**config.mk**
```make
export PLATFORM = sky130hd
export DESIGN_NAME = ddr_bank_ctrl
export DESIGN_NICKNAME = d
export VERILOG_FILES = /design/src/hdl/ddr_cfg_pkg.sv /design/src/hdl/timer_if.sv /design/src/hdl/gap_timer.sv /design/src/hdl/refresh_pacer.sv /design/src/hdl/ddr_bank_ctrl.sv
export SDC_FILE = /design/constraint.sdc
export NUM_CORES = 1
export LEC_CHECK = 0
export BUFFER_PORTS_ARGS = -buffer_cell sky130_fd_sc_hd__buf_4
export CAP_MARGIN = 20
export CORE_MARGIN = 5
export CORE_UTILIZATION = 55
export CTS_BUF_LIST = sky130_fd_sc_hd__clkbuf_2
export DETAILED_ROUTE_END_ITERATION = 16
export PLACE_DENSITY_LB_ADDON = 0.08
export SYNTH_ARGS = -nofsm -noshare
export SYNTH_HDL_FRONTEND = slang
export SYNTH_SLANG_ARGS = --single-unit
```
**constraint.sdc**
```tcl
create_clock -name clk_sys -period 44.6 [get_ports clk_sys]
set_clock_uncertainty 0.1 [all_clocks]
set_input_delay 8.92 -clock clk_sys [delete_from_list [all_inputs] [get_ports clk_sys]]
set_output_delay 8.92 -clock clk_sys [all_outputs]
set_load 0.03 [all_outputs]
```
**src/hdl/ddr_cfg_pkg.sv**
```systemverilog
package ddr_cfg_pkg;

	// Register indices; byte address is four times the index
	localparam logic [7:0] IDX_OPTIONS  = 8'h20;
	localparam logic [7:0] IDX_REFRESH  = 8'h30;
	localparam logic [7:0] IDX_UPPER    = 8'h38;
	localparam logic [7:0] IDX_BANK0    = 8'h40;
	localparam logic [7:0] IDX_TIMING0  = 8'h80;
	localparam logic [7:0] IDX_TIMING1  = 8'h81;
	localparam logic [7:0] IDX_CLKPHASE = 8'h82;
	localparam logic [7:0] IDX_WRPHASE  = 8'h83;
	localparam logic [7:0] IDX_STATUS   = 8'h84;
	localparam logic [31:0] RESET_VALUE = 32'h0000_0000;

	// Field positions as LSB of the 32-bit word (bit 0 of the word is the LSB)
	localparam int OPT_ENABLE = 31;
	localparam int OPT_ECC    = 28;
	localparam int OPT_PAGE   = 26;
	localparam int OPT_UIO    = 22;
	localparam int OPT_POLICY = 21;
	localparam int T0_XCS     = 30;
	localparam int T0_CL      = 23;
	localparam int T0_TRP     = 18;
	localparam int T0_TRTP    = 16;
	localparam int T0_TWTR    = 7;
	localparam int T0_EXT     = 5;
	localparam int T0_RFC     = 2;
	localparam int T0_RCD     = 0;
	localparam int T1_CYCLE   = 30;
	localparam int T1_STAGE   = 22;
	localparam int T1_TUNE    = 0;
	localparam int PH_SHIFT   = 30;
	localparam int B0_BASE    = 23;
	localparam int B0_SIZE    = 17;
	localparam int B0_MODE    = 13;
	localparam int B0_ENABLE  = 0;
	localparam int RT_INT     = 19;
	localparam int UA_BITS    = 0;

	// Encoding offsets: field code plus base gives clocks
	localparam logic [4:0] TRP_BASE  = 5'h01;
	localparam logic [4:0] TRTP_BASE = 5'h02;
	localparam logic [4:0] TRFC_BASE = 5'h06;
	localparam logic [4:0] TRCD_BASE = 5'h01;
	localparam logic [4:0] TWTR_LONG = 5'h02;
	localparam logic [4:0] TWTR_SHORT = 5'h01;
	localparam logic [4:0] XCS_GAP   = 5'h02;
	localparam logic [4:0] PIPE_GAP  = 5'h02;
	localparam logic [3:0] SYNC_LAT  = 4'h2;
	localparam logic [2:0] MODE_STD  = 3'h2;
	localparam logic [1:0] UIO_ACTIVE = 2'h0;
	localparam logic [1:0] ECC_NONE  = 2'h0;
	localparam int PRE_ALL_BIT = 10;

	// Command codes as {ras_n, cas_n, we_n}
	localparam logic [2:0] CMD_NOP = 3'h7;
	localparam logic [2:0] CMD_ACT = 3'h3;
	localparam logic [2:0] CMD_RD  = 3'h5;
	localparam logic [2:0] CMD_WR  = 3'h4;
	localparam logic [2:0] CMD_PRE = 3'h2;
	localparam logic [2:0] CMD_REF = 3'h1;

	localparam int AGE_ACT = 0;
	localparam int AGE_RW  = 1;
	localparam int AGE_PRE = 2;
	localparam int AGE_REF = 3;

	typedef struct packed {
		logic        cs;
		logic [1:0]  ba;
		logic [12:0] row;
		logic [9:0]  col;
	} split_t;

	typedef enum logic [4:0] {
		ST_IDLE = 5'h01,
		ST_PRE  = 5'h02,
		ST_ACT  = 5'h04,
		ST_RW   = 5'h08,
		ST_REF  = 5'h10
	} state_t;

endpackage : ddr_cfg_pkg

```
**src/hdl/timer_if.sv**
```systemverilog
`timescale 1ns/10ps
interface timer_if #(parameter int W = 5);
	logic         load;
	logic [W-1:0] value;
	logic         expired;
	modport owner (output load, output value, input expired);
	modport timer (input load, input value, output expired);
endinterface : timer_if

```
**src/hdl/gap_timer.sv**
```systemverilog
`timescale 1ns/10ps
module gap_timer (
	// Clock and reset
	input wire logic clk_sys,
	input wire logic rst,
	// Spacing request
	timer_if.timer   gap
);
	logic [$bits(gap.value)-1:0] count;

	always_ff @(posedge clk_sys or posedge rst) begin
		if (rst)
			count <= '0;
		else if (gap.load)
			count <= gap.value;
		else if (count != '0)
			count <= count - 1'b1;
	end

	assign gap.expired = (count == '0) && !gap.load;
endmodule : gap_timer

```
**src/hdl/refresh_pacer.sv**
```systemverilog
`timescale 1ns/10ps
module refresh_pacer #(
	parameter int UNIT = 8
) (
	// Clock and reset
	input wire logic clk_sys,
	input wire logic rst,
	// Interval in units, run level, tick out
	timer_if.timer   pace
);
	localparam int UW = $clog2(UNIT + 1);
	localparam logic [UW-1:0] UNIT_LAST = UW'(UNIT - 1);
	logic [UW-1:0]                unit_cnt;
	logic [$bits(pace.value)-1:0] int_cnt;
	logic                         unit_tick;
	logic                         tick;

	// Prescaler keeps the interval field short at the cost of granularity
	assign unit_tick = pace.load && (unit_cnt == UNIT_LAST);
	assign tick = unit_tick && (pace.value != '0) && (int_cnt + 1'b1 >= pace.value);

	always_ff @(posedge clk_sys or posedge rst) begin
		if (rst) begin
			unit_cnt <= '0;
			int_cnt  <= '0;
		end else if (!pace.load) begin
			unit_cnt <= '0;
			int_cnt  <= '0;
		end else begin
			unit_cnt <= unit_tick ? '0 : unit_cnt + 1'b1;
			if (tick)
				int_cnt <= '0;
			else if (unit_tick)
				int_cnt <= int_cnt + 1'b1;
		end
	end

	always_ff @(posedge clk_sys or posedge rst) begin
		if (rst)
			pace.expired <= 1'b0;
		else
			pace.expired <= tick;
	end

	logic [15:0] since_tick;
	always_ff @(posedge clk_sys or posedge rst) begin
		if (rst)
			since_tick <= '0;
		else if (pace.expired || !pace.load)
			since_tick <= 16'h0001;
		else
			since_tick <= since_tick + 1'b1;
	end

	AST_REFRESH_SPACING: assert property (@(posedge clk_sys) disable iff (rst)
		pace.expired && $stable(pace.value) && $past(pace.load) && $past(pace.expired, 20) == 1'b0
		|-> since_tick >= 16'(UNIT)) else $error("refresh ticks closer than one unit");
endmodule : refresh_pacer

```
**src/hdl/ddr_bank_ctrl.sv**
```systemverilog
`timescale 1ns/10ps
module ddr_bank_ctrl import ddr_cfg_pkg::*; #(
	parameter int OPEN_LIMIT   = 2,
	parameter int REFRESH_UNIT = 8
) (
	// Clock and reset
	input  wire logic        clk_sys,
	input  wire logic        rst,
	// Register bus
	input  wire logic [9:0]  avs_address,
	input  wire logic        avs_read,
	input  wire logic        avs_write,
	input  wire logic [31:0] avs_writedata,
	input  wire logic [3:0]  avs_byteenable,
	output logic      [31:0] avs_readdata,
	output logic             avs_waitrequest,
	// Memory requests
	input  wire logic        req_valid,
	input  wire logic        req_write,
	input  wire logic [35:0] req_addr,
	input  wire logic [63:0] req_wdata,
	output logic             req_ready,
	output logic             req_miss,
	output logic             rd_valid,
	output logic      [63:0] rd_data,
	// Memory pins
	output logic      [1:0]  mem_cs_n,
	output logic             mem_ras_n,
	output logic             mem_cas_n,
	output logic             mem_we_n,
	output logic      [1:0]  mem_ba,
	output logic      [12:0] mem_a,
	output logic      [63:0] mem_dq_out,
	output logic             mem_dq_oe,
	input  wire logic [63:0] mem_dq_in,
	output logic             mem_dqs_en,
	// Capture and clock tuning
	output logic      [1:0]  read_sample_cycle,
	output logic      [1:0]  read_sample_stage,
	output logic      [8:0]  read_clock_tuning,
	output logic      [1:0]  write_clock_phase,
	output logic      [1:0]  write_data_clock_phase,
	output logic             error_check_on
);
	logic [31:0] controller_options, refresh_timer, upper_address_base, bank_zero_config;
	logic [31:0] command_timing_zero, read_timing_one, clock_phase_timing;
	logic [31:0] write_data_clock_timing, next_readdata, status_word;
	logic [7:0]  idx;
	logic        bus_ack, bus_we;
	logic        sel_opt, sel_rtr, sel_uab, sel_b0, sel_t0, sel_t1, sel_ck, sel_wd, sel_st;
	logic [2:0]  written;

	function automatic logic [31:0] merge(input logic [31:0] old, input logic [31:0] wd,
		input logic [3:0] be);
		for (int i = 0; i < 4; i++)
			merge[i*8 +: 8] = be[i] ? wd[i*8 +: 8] : old[i*8 +: 8];
	endfunction : merge

	function automatic logic [4:0] clocks(input logic [2:0] enc, input logic [4:0] base);
		return 5'(enc) + base;
	endfunction : clocks

	function automatic split_t split(input logic [35:0] a, input logic [2:0] mode);
		split_t s;
		s.col = a[12:3];
		s.cs  = a[28];
		if (mode == MODE_STD) begin
			s.ba  = a[14:13];
			s.row = a[27:15];
		end else begin
			s.row = a[25:13];
			s.ba  = a[27:26];
		end
		return s;
	endfunction : split

	function automatic logic [2:0] popcount(input logic [3:0] v);
		return 3'(v[0]) + 3'(v[1]) + 3'(v[2]) + 3'(v[3]);
	endfunction : popcount

	// Bus slave: one wait cycle per access, answer at the second edge
	assign idx = avs_address[9:2];
	assign avs_waitrequest = (avs_read | avs_write) & ~bus_ack;
	assign bus_we = avs_write & bus_ack;
	assign sel_opt = idx == IDX_OPTIONS;
	assign sel_rtr = idx == IDX_REFRESH;
	assign sel_uab = idx == IDX_UPPER;
	assign sel_b0  = idx == IDX_BANK0;
	assign sel_t0  = idx == IDX_TIMING0;
	assign sel_t1  = idx == IDX_TIMING1;
	assign sel_ck  = idx == IDX_CLKPHASE;
	assign sel_wd  = idx == IDX_WRPHASE;
	assign sel_st  = idx == IDX_STATUS;

	always_ff @(posedge clk_sys or posedge rst) begin
		if (rst)
			bus_ack <= 1'b0;
		else
			bus_ack <= (avs_read | avs_write) & ~bus_ack;
	end

	always_ff @(posedge clk_sys or posedge rst) begin
		if (rst) begin
			controller_options      <= RESET_VALUE;
			refresh_timer           <= RESET_VALUE;
			upper_address_base      <= RESET_VALUE;
			bank_zero_config        <= RESET_VALUE;
			command_timing_zero     <= RESET_VALUE;
			read_timing_one         <= RESET_VALUE;
			clock_phase_timing      <= RESET_VALUE;
			write_data_clock_timing <= RESET_VALUE;
			written                 <= 3'h0;
		end else if (bus_we) begin
			if (sel_opt) controller_options <= merge(controller_options, avs_writedata, avs_byteenable);
			if (sel_rtr) refresh_timer <= merge(refresh_timer, avs_writedata, avs_byteenable);
			if (sel_uab) upper_address_base <= merge(upper_address_base, avs_writedata, avs_byteenable);
			if (sel_b0) bank_zero_config <= merge(bank_zero_config, avs_writedata, avs_byteenable);
			if (sel_t0) command_timing_zero <= merge(command_timing_zero, avs_writedata, avs_byteenable);
			if (sel_t1) read_timing_one <= merge(read_timing_one, avs_writedata, avs_byteenable);
			if (sel_ck) clock_phase_timing <= merge(clock_phase_timing, avs_writedata, avs_byteenable);
			if (sel_wd) write_data_clock_timing <= merge(write_data_clock_timing, avs_writedata,
				avs_byteenable);
			written <= written | {sel_rtr, sel_t0, sel_b0};
		end
	end

	always_comb begin
		next_readdata = 32'h0000_0000;
		if (sel_opt) next_readdata = controller_options;
		else if (sel_rtr) next_readdata = refresh_timer;
		else if (sel_uab) next_readdata = upper_address_base;
		else if (sel_b0) next_readdata = bank_zero_config;
		else if (sel_t0) next_readdata = command_timing_zero;
		else if (sel_t1) next_readdata = read_timing_one;
		else if (sel_ck) next_readdata = clock_phase_timing;
		else if (sel_wd) next_readdata = write_data_clock_timing;
		else if (sel_st) next_readdata = status_word;
	end

	always_ff @(posedge clk_sys or posedge rst) begin
		if (rst)
			avs_readdata <= 32'h0000_0000;
		else if (avs_read && !bus_ack)
			avs_readdata <= next_readdata;
	end

	// Decoded configuration
	logic        cfg_ready, page_mgr, policy_lru, hit;
	logic [4:0]  trp, trtp, trfc, trcd, twtr;
	logic [1:0]  uio;
	logic [8:0]  base_mask;
	logic [3:0]  lat;
	split_t      tgt;

	assign cfg_ready = (&written) && controller_options[OPT_ENABLE]
		&& bank_zero_config[B0_ENABLE];
	assign page_mgr   = controller_options[OPT_PAGE];
	assign policy_lru = controller_options[OPT_POLICY];
	assign uio        = controller_options[OPT_UIO +: 2];
	assign error_check_on = controller_options[OPT_ECC +: 2] != ECC_NONE;
	assign trp  = clocks({1'b0, command_timing_zero[T0_TRP +: 2]}, TRP_BASE);
	assign trtp = clocks({1'b0, command_timing_zero[T0_TRTP +: 2]}, TRTP_BASE);
	assign twtr = command_timing_zero[T0_TWTR] ? TWTR_LONG : TWTR_SHORT;
	assign trfc = clocks(command_timing_zero[T0_RFC +: 3], TRFC_BASE)
		+ 5'(command_timing_zero[T0_EXT +: 2]);
	assign trcd = clocks({1'b0, command_timing_zero[T0_RCD +: 2]}, TRCD_BASE);
	assign read_sample_cycle = read_timing_one[T1_CYCLE +: 2];
	assign read_sample_stage = read_timing_one[T1_STAGE +: 2];
	assign read_clock_tuning = read_timing_one[T1_TUNE +: 9];
	assign write_clock_phase = clock_phase_timing[PH_SHIFT +: 2];
	assign write_data_clock_phase = write_data_clock_timing[PH_SHIFT +: 2];
	assign lat = 4'(command_timing_zero[T0_CL +: 2]) + 4'(read_sample_cycle)
		+ 4'(read_sample_stage) + SYNC_LAT;

	// Window: size code n of 1 and up spans 4MB << n, so n-1 low base bits are ignored; code 0 spans 8MB
	assign base_mask = (bank_zero_config[B0_SIZE +: 3] == 3'h0) ? 9'h1ff
		: 9'h1ff << (bank_zero_config[B0_SIZE +: 3] - 3'h1);
	assign hit = (req_addr[35:32] == upper_address_base[UA_BITS +: 4])
		&& ((req_addr[31:23] & base_mask) == (bank_zero_config[B0_BASE +: 9] & base_mask));
	assign tgt = split(req_addr, bank_zero_config[B0_MODE +: 3]);

	// Command sequencer
	state_t      state, next_state;
	logic [3:0]  open_bank;
	logic [12:0] open_row [4];
	logic [1:0]  mru, pre_bank, next_pre_bank, victim;
	logic        pre_all, next_pre_all, refresh_pending, miss_take, last_wr, last_cs;
	logic        rw_ok, rtp_ok, is_rd, is_wr;
	logic [4:0]  age [4];
	logic [15:0] rd_pipe;
	logic [63:0] dq_s1, dq_s2;
	logic [2:0]  cmd;

	timer_if #(.W(5))  gap ();
	timer_if #(.W(11)) pace ();

	gap_timer u_gap (
		.clk_sys (clk_sys),
		.rst     (rst),
		.gap     (gap.timer)
	);

	refresh_pacer #(.UNIT(REFRESH_UNIT)) u_pace (
		.clk_sys (clk_sys),
		.rst     (rst),
		.pace    (pace.timer)
	);

	assign pace.load  = cfg_ready;
	assign pace.value = refresh_timer[RT_INT +: 11];
	assign gap.load   = state != ST_IDLE;
	assign gap.value  = (state == ST_PRE) ? trp - PIPE_GAP
		: (state == ST_ACT) ? trcd - PIPE_GAP
		: (state == ST_REF) ? trfc - PIPE_GAP : 5'h00;

	// Victim: lowest open bank other than the most recently used, or lowest open one otherwise
	always_comb begin
		victim = mru;
		for (int i = 3; i >= 0; i--)
			if (open_bank[i] && (!policy_lru || 2'(i) != mru))
				victim = 2'(i);
	end

	// Widened so a saturated age cannot wrap and stall the sequencer
	assign rtp_ok = 6'(age[AGE_RW]) + 6'(PIPE_GAP) >= 6'(trtp);
	assign rw_ok = req_write
		? (!(last_wr && last_cs != tgt.cs && command_timing_zero[T0_XCS])
			|| 6'(age[AGE_RW]) + 6'(PIPE_GAP) >= 6'(XCS_GAP))
		: (!last_wr || 6'(age[AGE_RW]) + 6'(PIPE_GAP) >= 6'(twtr));

	always_comb begin
		next_state    = ST_IDLE;
		next_pre_all  = 1'b0;
		next_pre_bank = tgt.ba;
		miss_take     = 1'b0;
		case (state)
			ST_IDLE: if (cfg_ready && gap.expired) begin
				if (refresh_pending || (!page_mgr && open_bank != 4'h0)) begin
					next_pre_all = 1'b1;
					if (open_bank != 4'h0)
						next_state = rtp_ok ? ST_PRE : ST_IDLE;
					else
						next_state = ST_REF;
				end else if (req_valid && !hit) begin
					miss_take = 1'b1;
				end else if (req_valid) begin
					if (open_bank[tgt.ba] && open_row[tgt.ba] != tgt.row)
						next_state = rtp_ok ? ST_PRE : ST_IDLE;
					else if (open_bank[tgt.ba])
						next_state = rw_ok ? ST_RW : ST_IDLE;
					else if (32'(popcount(open_bank)) >= OPEN_LIMIT) begin
						next_pre_bank = victim;
						next_state = rtp_ok ? ST_PRE : ST_IDLE;
					end else
						next_state = ST_ACT;
				end
			end
			default: next_state = ST_IDLE;
		endcase
	end

	assign req_ready = (state == ST_RW) || miss_take;
	assign req_miss  = miss_take;

	always_ff @(posedge clk_sys or posedge rst) begin
		if (rst) begin
			state    <= ST_IDLE;
			pre_all  <= 1'b0;
			pre_bank <= 2'h0;
		end else begin
			state <= next_state;
			if (state == ST_IDLE) begin
				pre_all  <= next_pre_all;
				pre_bank <= next_pre_bank;
			end
		end
	end

	// Command pins; activate and precharge reach both ranks
	always_ff @(posedge clk_sys or posedge rst) begin
		if (rst) begin
			{mem_ras_n, mem_cas_n, mem_we_n} <= CMD_NOP;
			mem_cs_n <= 2'h3;
			mem_ba   <= 2'h0;
			mem_a    <= 13'h0000;
		end else begin
			{mem_ras_n, mem_cas_n, mem_we_n} <= CMD_NOP;
			mem_cs_n <= 2'h3;
			case (state)
				ST_PRE: begin
					{mem_ras_n, mem_cas_n, mem_we_n} <= CMD_PRE;
					mem_cs_n <= 2'h0;
					mem_ba   <= pre_bank;
					mem_a    <= 13'(pre_all) << PRE_ALL_BIT;
				end
				ST_ACT: begin
					{mem_ras_n, mem_cas_n, mem_we_n} <= CMD_ACT;
					mem_cs_n <= 2'h0;
					mem_ba   <= tgt.ba;
					mem_a    <= tgt.row;
				end
				ST_RW: begin
					{mem_ras_n, mem_cas_n, mem_we_n} <= req_write ? CMD_WR : CMD_RD;
					mem_cs_n <= tgt.cs ? 2'h1 : 2'h2;
					mem_ba   <= tgt.ba;
					mem_a    <= {3'h0, tgt.col};
				end
				ST_REF: begin
					{mem_ras_n, mem_cas_n, mem_we_n} <= CMD_REF;
					mem_cs_n <= 2'h0;
				end
				default: ;
			endcase
		end
	end

	// Open page tracking; refresh pending set wins over its clear
	always_ff @(posedge clk_sys or posedge rst) begin
		if (rst) begin
			open_bank       <= 4'h0;
			mru             <= 2'h0;
			refresh_pending <= 1'b0;
			last_wr         <= 1'b0;
			last_cs         <= 1'b0;
			for (int i = 0; i < 4; i++)
				open_row[i] <= 13'h0000;
		end else begin
			refresh_pending <= pace.expired || (refresh_pending && state != ST_REF);
			if (state == ST_PRE)
				open_bank <= pre_all ? 4'h0 : open_bank & ~(4'h1 << pre_bank);
			if (state == ST_ACT) begin
				open_bank[tgt.ba] <= 1'b1;
				open_row[tgt.ba]  <= tgt.row;
				mru               <= tgt.ba;
			end
			if (state == ST_RW) begin
				mru     <= tgt.ba;
				last_wr <= req_write;
				last_cs <= tgt.cs;
			end
		end
	end

	// Cycles since each kind of command, saturating
	always_ff @(posedge clk_sys or posedge rst) begin
		if (rst) begin
			for (int i = 0; i < 4; i++)
				age[i] <= 5'h1f;
		end else begin
			for (int i = 0; i < 4; i++)
				if (age[i] != 5'h1f)
					age[i] <= age[i] + 5'h01;
			if (state == ST_ACT) age[AGE_ACT] <= 5'h00;
			if (state == ST_RW)  age[AGE_RW]  <= 5'h00;
			if (state == ST_PRE) age[AGE_PRE] <= 5'h00;
			if (state == ST_REF) age[AGE_REF] <= 5'h00;
		end
	end

	// Data path; pins pass two flops before capture
	always_ff @(posedge clk_sys or posedge rst) begin
		if (rst) begin
			dq_s1      <= 64'h0;
			dq_s2      <= 64'h0;
			rd_pipe    <= 16'h0000;
			rd_valid   <= 1'b0;
			rd_data    <= 64'h0;
			mem_dq_out <= 64'h0;
			mem_dq_oe  <= 1'b0;
		end else begin
			dq_s1    <= mem_dq_in;
			dq_s2    <= dq_s1;
			rd_pipe  <= {rd_pipe[14:0], state == ST_RW && !req_write};
			rd_valid <= rd_pipe[lat];
			if (rd_pipe[lat])
				rd_data <= dq_s2;
			if (state == ST_RW && req_write)
				mem_dq_out <= req_wdata;
			mem_dq_oe <= (uio == UIO_ACTIVE) ? (state == ST_RW && req_write)
				: (rd_pipe == 16'h0000);
		end
	end

	assign mem_dqs_en = (uio == UIO_ACTIVE) ? 1'b1 : mem_dq_oe;
	assign status_word = {24'h0, cfg_ready, refresh_pending, state == ST_IDLE, 1'b0, open_bank};

	assign cmd   = {mem_ras_n, mem_cas_n, mem_we_n};
	assign is_rd = cmd == CMD_RD;
	assign is_wr = cmd == CMD_WR;

	AST_NO_CMD_WHEN_OFF: assert property (@(posedge clk_sys) disable iff (rst)
		$past(!cfg_ready) && $past(!cfg_ready, 2) |-> cmd == CMD_NOP)
		else $error("command issued while controller off");
	AST_CFG_BEFORE_CMD: assert property (@(posedge clk_sys) disable iff (rst)
		cmd != CMD_NOP |-> $past(&written, 2)) else $error("command before configuration");
	AST_PRE_TO_ACT: assert property (@(posedge clk_sys) disable iff (rst)
		cmd == CMD_ACT |-> age[AGE_PRE] >= trp) else $error("activate too soon after precharge");
	AST_RW_TO_PRE: assert property (@(posedge clk_sys) disable iff (rst)
		cmd == CMD_PRE |-> age[AGE_RW] >= trtp) else $error("precharge too soon after access");
	AST_WR_TO_RD: assert property (@(posedge clk_sys) disable iff (rst)
		is_rd && $past(last_wr) |-> $past(age[AGE_RW]) >= twtr - 5'h01)
		else $error("read too soon after write");
	AST_REF_TO_ACT: assert property (@(posedge clk_sys) disable iff (rst)
		cmd == CMD_ACT |-> age[AGE_REF] >= trfc) else $error("activate too soon after refresh");
	AST_ACT_TO_COL: assert property (@(posedge clk_sys) disable iff (rst)
		is_rd || is_wr |-> age[AGE_ACT] >= trcd) else $error("column command too soon");
	AST_CROSS_CS_GAP: assert property (@(posedge clk_sys) disable iff (rst)
		is_wr && $past(last_wr) && command_timing_zero[T0_XCS]
		&& (mem_cs_n[0] != $past(last_cs))
		|-> $past(age[AGE_RW]) >= XCS_GAP - 5'h01)
		else $error("no gap between writes across selects");
	AST_READ_RETURNS: assert property (@(posedge clk_sys) disable iff (rst)
		is_rd && $stable(read_timing_one) |-> ##[1:12] rd_valid)
		else $error("read data never captured");

	COV_REFRESH: cover property (@(posedge clk_sys) disable iff (rst) cmd == CMD_REF);
	COV_READ: cover property (@(posedge clk_sys) disable iff (rst) is_rd ##[1:12] rd_valid);
	COV_PAGE_MISS: cover property (@(posedge clk_sys) disable iff (rst)
		cmd == CMD_PRE && mem_a[PRE_ALL_BIT] == 1'b0);
	COV_MISS: cover property (@(posedge clk_sys) disable iff (rst) req_miss);
endmodule : ddr_bank_ctrl

```
==> results of run 1 <==
==> cell families after synthesis <==
group / after synthesis / share of synthesized area
adder cells (fa/ha/maj): 39 / 0.0184
multiplexers: 475 / 0.190
buffers and inverters: 143 / 0.0224
AND/OR/NAND/NOR: 440 / 0.0715
XOR/XNOR: 59 / 0.0184
flip-flops: 681 / 0.606
AO/OA/AOI/OAI: 325 / 0.0733
==> routing by layer <==
metal / up-vias / global-route usage
met4: 4 / 0.0903
met1: 9897 / 0.343
li1: 8795 / -
met2: 607 / 0.441
met5: - / 0
met3: 113 / 0.0666
==> sequential cells by signal, indices dropped and copies added, names as in the netlist, 3 cells and up <==
name	count
dq_s1	64
dq_s2	64
mem_dq_out	64
rd_data	64
open_row	52
avs_readdata	32
bank_zero_config	32
clock_phase_timing	32
command_timing_zero	32
controller_options	32
read_timing_one	32
refresh_timer	32
upper_address_base	32
write_data_clock_timing	32
rd_pipe	16
mem_a	13
u_pace.int_cnt	11
age	5
state	5
u_gap.count	5
open_bank	4
u_pace.unit_cnt	4
written	3
==> worst max-delay path by stage <==
| stage | end | start | cells after the start |
|---|---|---|---|
| detailed placement | req_ready | req_addr[31] | 7 |
| CTS | req_ready | req_addr[31] | 7 |
| floorplan | avs_readdata[0] | rst | 1 |
| global placement | req_ready | req_addr[31] | 7 |
| global route | req_ready | req_addr[31] | 7 |
| finish | req_ready | req_addr[31] | 7 |
==> final cells by class <==
| type | count | area share |
|---|---|---|
| Timing Repair Buffer | 440 | 0.100 |
| Tap cell | 680 | 0.0254 |
| Antenna cell | 2 | 0.000149 |
| Clock buffer | 266 | 0.0397 |
| Clock inverter | 41 | 0.00751 |
| Sequential cell | 681 | 0.509 |
| Multi-Input combinational cell | 1338 | 0.314 |
| Inverter | 35 | 0.00415 |
==> per-stage QoR <==
| step | instance area, µm² | util | instances | setup slack, ns |
|---|---|---|---|---|
| finish | 33500 | 0.657 | 3483 | 24.59 |
| CTS | 33400 | 0.655 | 3478 | 24.57 |
| detailed placement | 31800 | 0.624 | 3171 | 24.59 |
| global route | 33500 | 0.657 | 3483 | 24.57 |
| floorplan | 28100 | - | 2162 | 16.51 |
| global placement | 31800 | 0.624 | 3170 | 24.61 |
==> power by group <==
part	switching [mW]	internal, mW	leakage [nW]
logic	0.0504	0.0347	6.93
registers	0.00804	0.633	8.93
clock network	0.248	0.175	1.23
==> cells in the final DEF, fill, tap and decap left out, types with 4 or more instances in the layout <==
| cell type | synthesis | final |
|---|---|---|
| nor2_1 | 117 | 117 |
| nand3_1 | 30 | 30 |
| a221o_1 | 10 | 10 |
| nand4_1 | 13 | 13 |
| clkinv_2 | 0 | 4 |
| clkbuf_2 | 0 | 266 |
| nand2_2 | 4 | 4 |
| mux2_2 | 402 | 402 |
| a222oi_1 | 4 | 4 |
| nand2b_1 | 13 | 12 |
| a31oi_1 | 7 | 7 |
| nand2_1 | 178 | 177 |
| or2_2 | 8 | 8 |
| nor4_1 | 13 | 13 |
| inv_1 | 35 | 34 |
| a21oi_1 | 61 | 60 |
| mux2i_1 | 64 | 64 |
| clkinv_1 | 0 | 26 |
| nand3b_1 | 8 | 8 |
| nor2b_1 | 7 | 7 |
| xnor2_1 | 20 | 20 |
| and3_1 | 13 | 13 |
| nor3_1 | 9 | 9 |
| a211oi_1 | 20 | 20 |
| or3_1 | 4 | 4 |
| a22oi_1 | 41 | 41 |
| a21o_1 | 13 | 13 |
| o22ai_1 | 11 | 11 |
| fa_1 | 4 | 4 |
| inv_2 | 0 | 5 |
| dfstp_2 | 11 | 11 |
| a221oi_1 | 17 | 17 |
| buf_4 | 20 | 437 |
| dfrtp_1 | 670 | 670 |
| ha_1 | 35 | 35 |
| o21ai_0 | 115 | 115 |
| xor2_1 | 39 | 39 |
| and2_1 | 4 | 4 |
| mux4_2 | 6 | 6 |
==> impl_results.md, run 1 <==
* Skew-Pair Late Insertion Delay at 1.30 ns
* Effective utilization at floorplan at 0.552
* Pwr Density at 34.3 nW/µm²
* Worst path cell trace: buf_4 -> xor2_1 -> nor4_1 -> o2111a_1 -> nor2b_1 -> or2_2 -> buf_4
* Largest net degree at the start of global routing at 98
* Reg2reg start: read_timing_one[30]
* First-pass GRT wire length at 116000 µm
* Least-Margin Pin Slew at 1.05 ns
* Final count of hold timing violations at 0
* GPL Wtd Cong at 0.851
* Rel. slew slack at 0.298
* Post-CTS Hold Buffers at 0
* Port Buffers at 414
* Share of the synthesized area in the top cell type at 0.596
* Cell leakage power at 17.1 nW
* Wire per inst at 21.2 µm
* H-tree levels at 4
* Gr usage total at 0.265
* Met2 wire len at 37400 µm
* Top Layer Used: met5
* Hold WC Path Type: register to register
* Sequential area share after synthesis at 0.606
* Most used DFF post-synth: dfrtp_1
* Detail Placement HPWL at 50500 µm
* Highest Clock Rate at 50.0 MHz
* Area of the multi-input gates at 10500 µm²
* Drt pass-1 iters at 5
* Syn_nets at 2417
* Critical Path RT at 35.58 ns
* Most used cell, CP: buf_4
* Synthesized cell area at 28100 µm²
* Final ANT Viol Nets at 0
* Overall routed net length at 73800 µm
* Slowest stage cell, crit path: nor4_1
* CP max stage delay at 0.80 ns
* Grt ovf at 0
* Yosys warnings at 0
* Area growth syn-to-layout at 19.0%
* CP Max Fanout at 3
* Reg2Reg Setup Slack at 40.15 ns
* Worst reg2reg path depth at 11
* CTS root buffer: clkbuf_2
* Netlist cell types at 67
* Clock-pin slew on the worst setup and hold paths at 0.10 ns
* Post-CTS Setup Inserts at 0
* Met3 wire len at 4810 µm
* Residual DRC at 0
* DR vias at 19400
* Core area at 51000 µm²
* Final hold slack at 0.245 ns
* Final setup violation count at 0
* Crit path capture type: output port
* Die Height at 236 µm
* Yosys reg bits at 681
* Critical R2R Capture: rd_data[57]
* Vias per cell at 5.57
* I/O pins at 420
* Post-synth top cells: dfrtp_1 (670), mux2_2 (402), nand2_1 (178)
* Crit path buffers/inverters at 2
* Synth top area cells: dfrtp_1 (60%), mux2_2 (16%), nand2_1 (2.4%)
* # resized after CTS at 0
* Hold Crit Depth at 0
* Top delay family on crit path: simple AND/OR/NAND/NOR gates
* # rows at 83
* Layout fillers at 4034
* WL met1 at 29900 µm
* Avg Synthesized Cell Area at 13.0 µm²
* Total die area at 55800 µm²
* RSZ-0062 raised after global routing: no
* Sequential standard cell area at 17100 µm²
* Critical Path AT at 10.99 ns
* Final Net Count at 2926
* Max-Cap Viols at 0
* DRT iter0 DRCs at 1365
* Setup_tns at 0 ns
* Status: complete, no violations
* CTS Buf Count at 175
* Ys async rst share at 1.00
* VDD IR max at 0.0201 mV
* Clock period minus worst slack at 20.01 ns
* Cells after Synth at 2162
* Initial antenna violation count at 4
* Hold Path End: dq_s2[20]
* Worst setup SP type: input port
* Most frequent cell after synthesis: dfrtp_1
* Final Cycle Share at 0.449
* Clock tree sinks at 681
* Post-synth EDFFs at 0
* Clock buffer depth at 3
* Layout cells sized above 1 at 0.418
* Slew Limit Fails at 0
* Area leader, netlist: dfrtp_1
* Worst setup path category: input port to output port
* CTS tree: built
* Total power at 1.15 mW
* Width of the die at 236 µm
* Beginning of the worst hold path: dq_s1[20]
* Number of global-route vias before repair at 20500
(Power assumes the default switching activity.)
==> run 2, diff against run 1 <==
==> constraint.sdc (replaced) <==
create_clock -name clk_sys -period 20.3 [get_ports clk_sys]
set_clock_uncertainty 0.1 [all_clocks]
set_input_delay 4.06 -clock clk_sys [delete_from_list [all_inputs] [get_ports clk_sys]]
set_output_delay 4.06 -clock clk_sys [all_outputs]
set_load 0.03 [all_outputs]
==> impl_results.md, run 2 (synthesis gave the netlist of run 1 again) <==
* Area of the multi-input gates at 10500 µm² (unchanged)
* Worst setup path category: input port to output port
* Core area at 51000 µm² (unchanged)
* Skew-Pair Late Insertion Delay at 1.32 ns (+0.02 ns)
* Wire per inst at 21.1 µm (-0.41%)
* Final Net Count at 2922 (-0.14%)
* Placed cell count at 3172 (+0.032%)
* Overall routed net length at 73100 µm (-0.92%)
* Gr usage total at 0.262 (-0.00237)
* Width of the die at 236 µm (unchanged)
* Post-layout util at 0.656 (-0.00137)
* Worst setup SP type: input port
* Highest Clock Rate at 97.7 MHz
* Beginning of the worst hold path: dq_s1[35]
* CTS root buffer: clkbuf_2
* Area growth syn-to-layout at 18.8%
* Hold Path End: dq_s2[35]
* Die Height at 236 µm (unchanged)
* Largest net degree at the start of global routing at 93 (-5.1%)
* DR vias at 19400 (-0.19%)
* Number of global-route vias before repair at 20700 (+0.82%)
* I/O pins at 420 (unchanged)
* Final Cycle Share at 0.504
* RSZ-0062 raised after global routing: no
* Port Buffers at 414 (unchanged)
* Sequential standard cell area at 17100 µm² (unchanged)
* Initial antenna violation count at 4 (unchanged)
* Worst reg2reg path depth at 11 (unchanged)
* Pwr Density at 75.6 nW/µm² (+120%)
* CTS Buf Count at 172 (-1.7%)
* Clock tree sinks at 681 (unchanged)
* Layout fillers at 4018 (-0.40%)
* GPL Wtd Cong at 0.864 (+1.6%)
* Final ANT Viol Nets at 0 (unchanged)
* Effective utilization at floorplan at 0.552 (unchanged)
* Post-CTS Setup Inserts at 0 (unchanged)
* Clock buffer depth at 3 (unchanged)
* Fin area at 33400 µm² (-0.21%)
* Clock period minus worst slack at 10.23 ns
* VDD IR max at 0.0441 mV (+120%)
* DRT iter0 DRCs at 1189 (-13%)
* Cell Area, Placed at 31800 µm² (about the same)
* Critical Path AT at 6.07 ns (-4.92 ns)
* Setup_tns at 0 ns (unchanged)
* Clock-pin slew on the worst setup and hold paths at 0.11 ns (about the same)
* Slew Limit Fails at 0 (unchanged)
* CP Max Fanout at 3 (unchanged)
* Critical Path RT at 16.14 ns (-19.44 ns)
* Layout cells sized above 1 at 0.417 (-0.000889)
* Grt ovf at 0 (unchanged)
* Reg2Reg Setup Slack at 16.00 ns (-24.15 ns)
* Status: complete, no violations
* Non-Filler Instances at 3465 (-0.52%)
* Most common cell after layout, fill and taps aside: dfrtp_1
* Detail Placement HPWL at 50100 µm (-0.66%)
* Hold WC Path Type: register to register
* Vias per cell at 5.59 (+0.33%)
* Most frequent cells in the layout: dfrtp_1 (670), buf_4 (438), mux2_2 (402)
* # resized after CTS at 0 (unchanged)
* # rows at 83 (unchanged)
* Final setup violation count at 0 (unchanged)
* Hold Crit Depth at 0 (unchanged)
* Post-CTS Hold Buffers at 0 (unchanged)
* Residual DRC at 0 (unchanged)
* Cell leakage power at 17.0 nW (-0.37%)
* Rel. slew slack at 0.327 (+0.0284)
* Critical R2R Capture: rd_data[28]
* Drt pass-1 iters at 5 (unchanged)
* Reg2reg start: read_timing_one[30]
* First-pass GRT wire length at 115000 µm (-0.57%)
* H-tree levels at 4 (unchanged)
* Crit path capture type: output port
* Final count of hold timing violations at 0 (unchanged)
* Least-Margin Pin Slew at 0.985 ns (-0.0651 ns)
* Max-Cap Viols at 0 (unchanged)
* CTS tree: built
* Total die area at 55800 µm² (unchanged)
## run 2: changes by cell type in the layout (fill, tap and decap cells not counted), sizes merged
cell      before  now
clkinvlp       1    4
buf          440  439
bufinv         3    5
inv           40   35
clkbuf       266  259
clkinv        32   22
## run 2: how the worst max path moves through the flow
stage | cells after the start | from | end
2_1_floorplan | 1 | rst | avs_readdata[0]
3_3_place_gp | 7 | req_addr[31] | req_ready
3_5_place_dp | 7 | req_addr[31] | req_ready
4_1_cts | 7 | req_addr[31] | req_ready
5_1_grt | 7 | req_addr[31] | req_ready
6_report | 7 | req_addr[31] | req_ready
## run 2: area by class of cell
type | instances | share of cell area
Sequential cell | 681 | 0.510
Multi-Input combinational cell | 1338 | 0.314
Timing Repair Buffer | 439 | 0.0992
Clock buffer | 259 | 0.0388
Tap cell | 680 | 0.0254
Clock inverter | 31 | 0.00801
Inverter | 35 | 0.00404
Antenna cell | 2 | 0.000150
## run 2: power by group
| part | internal (mW) | total, mW | leakage, nW | switching [mW] |
|---|---|---|---|---|
| clock | 0.398 | 0.933 | 1.20 | 0.535 |
| sequential | 1.39 | 1.41 | 8.93 | 0.0175 |
| combinational | 0.0751 | 0.187 | 6.90 | 0.112 |
## run 2: worst max-delay path, stage by stage
cell      delay, ns
buf_4          0.11
xor2_1         0.16
nor4_1         0.79
o2111a_1       0.37
nor2b_1        0.12
or2_2          0.29
buf_4          0.17
## run 2: metal layers
metal	up-vias	GRT usage	wire length (µm)
li1	8774	-	-
met1	9891	0.343	30400
met2	598	0.437	36600
met3	113	0.0655	4550
met4	4	0.0850	1570
met5	-	0	27
## run 2: through the flow
stage | hold slack (ns) | setup WS [ns] | power, mW
3_3_place_gp | 0.231 | 10.01 | 1.61
5_1_grt | 0.252 | 10.02 | 2.66
4_1_cts | 0.237 | 10.01 | 2.56
2_1_floorplan | 0.231 | 6.83 | 1.54
3_5_place_dp | 0.235 | 10.01 | 1.62
6_report | 0.238 | 10.07 | 2.53
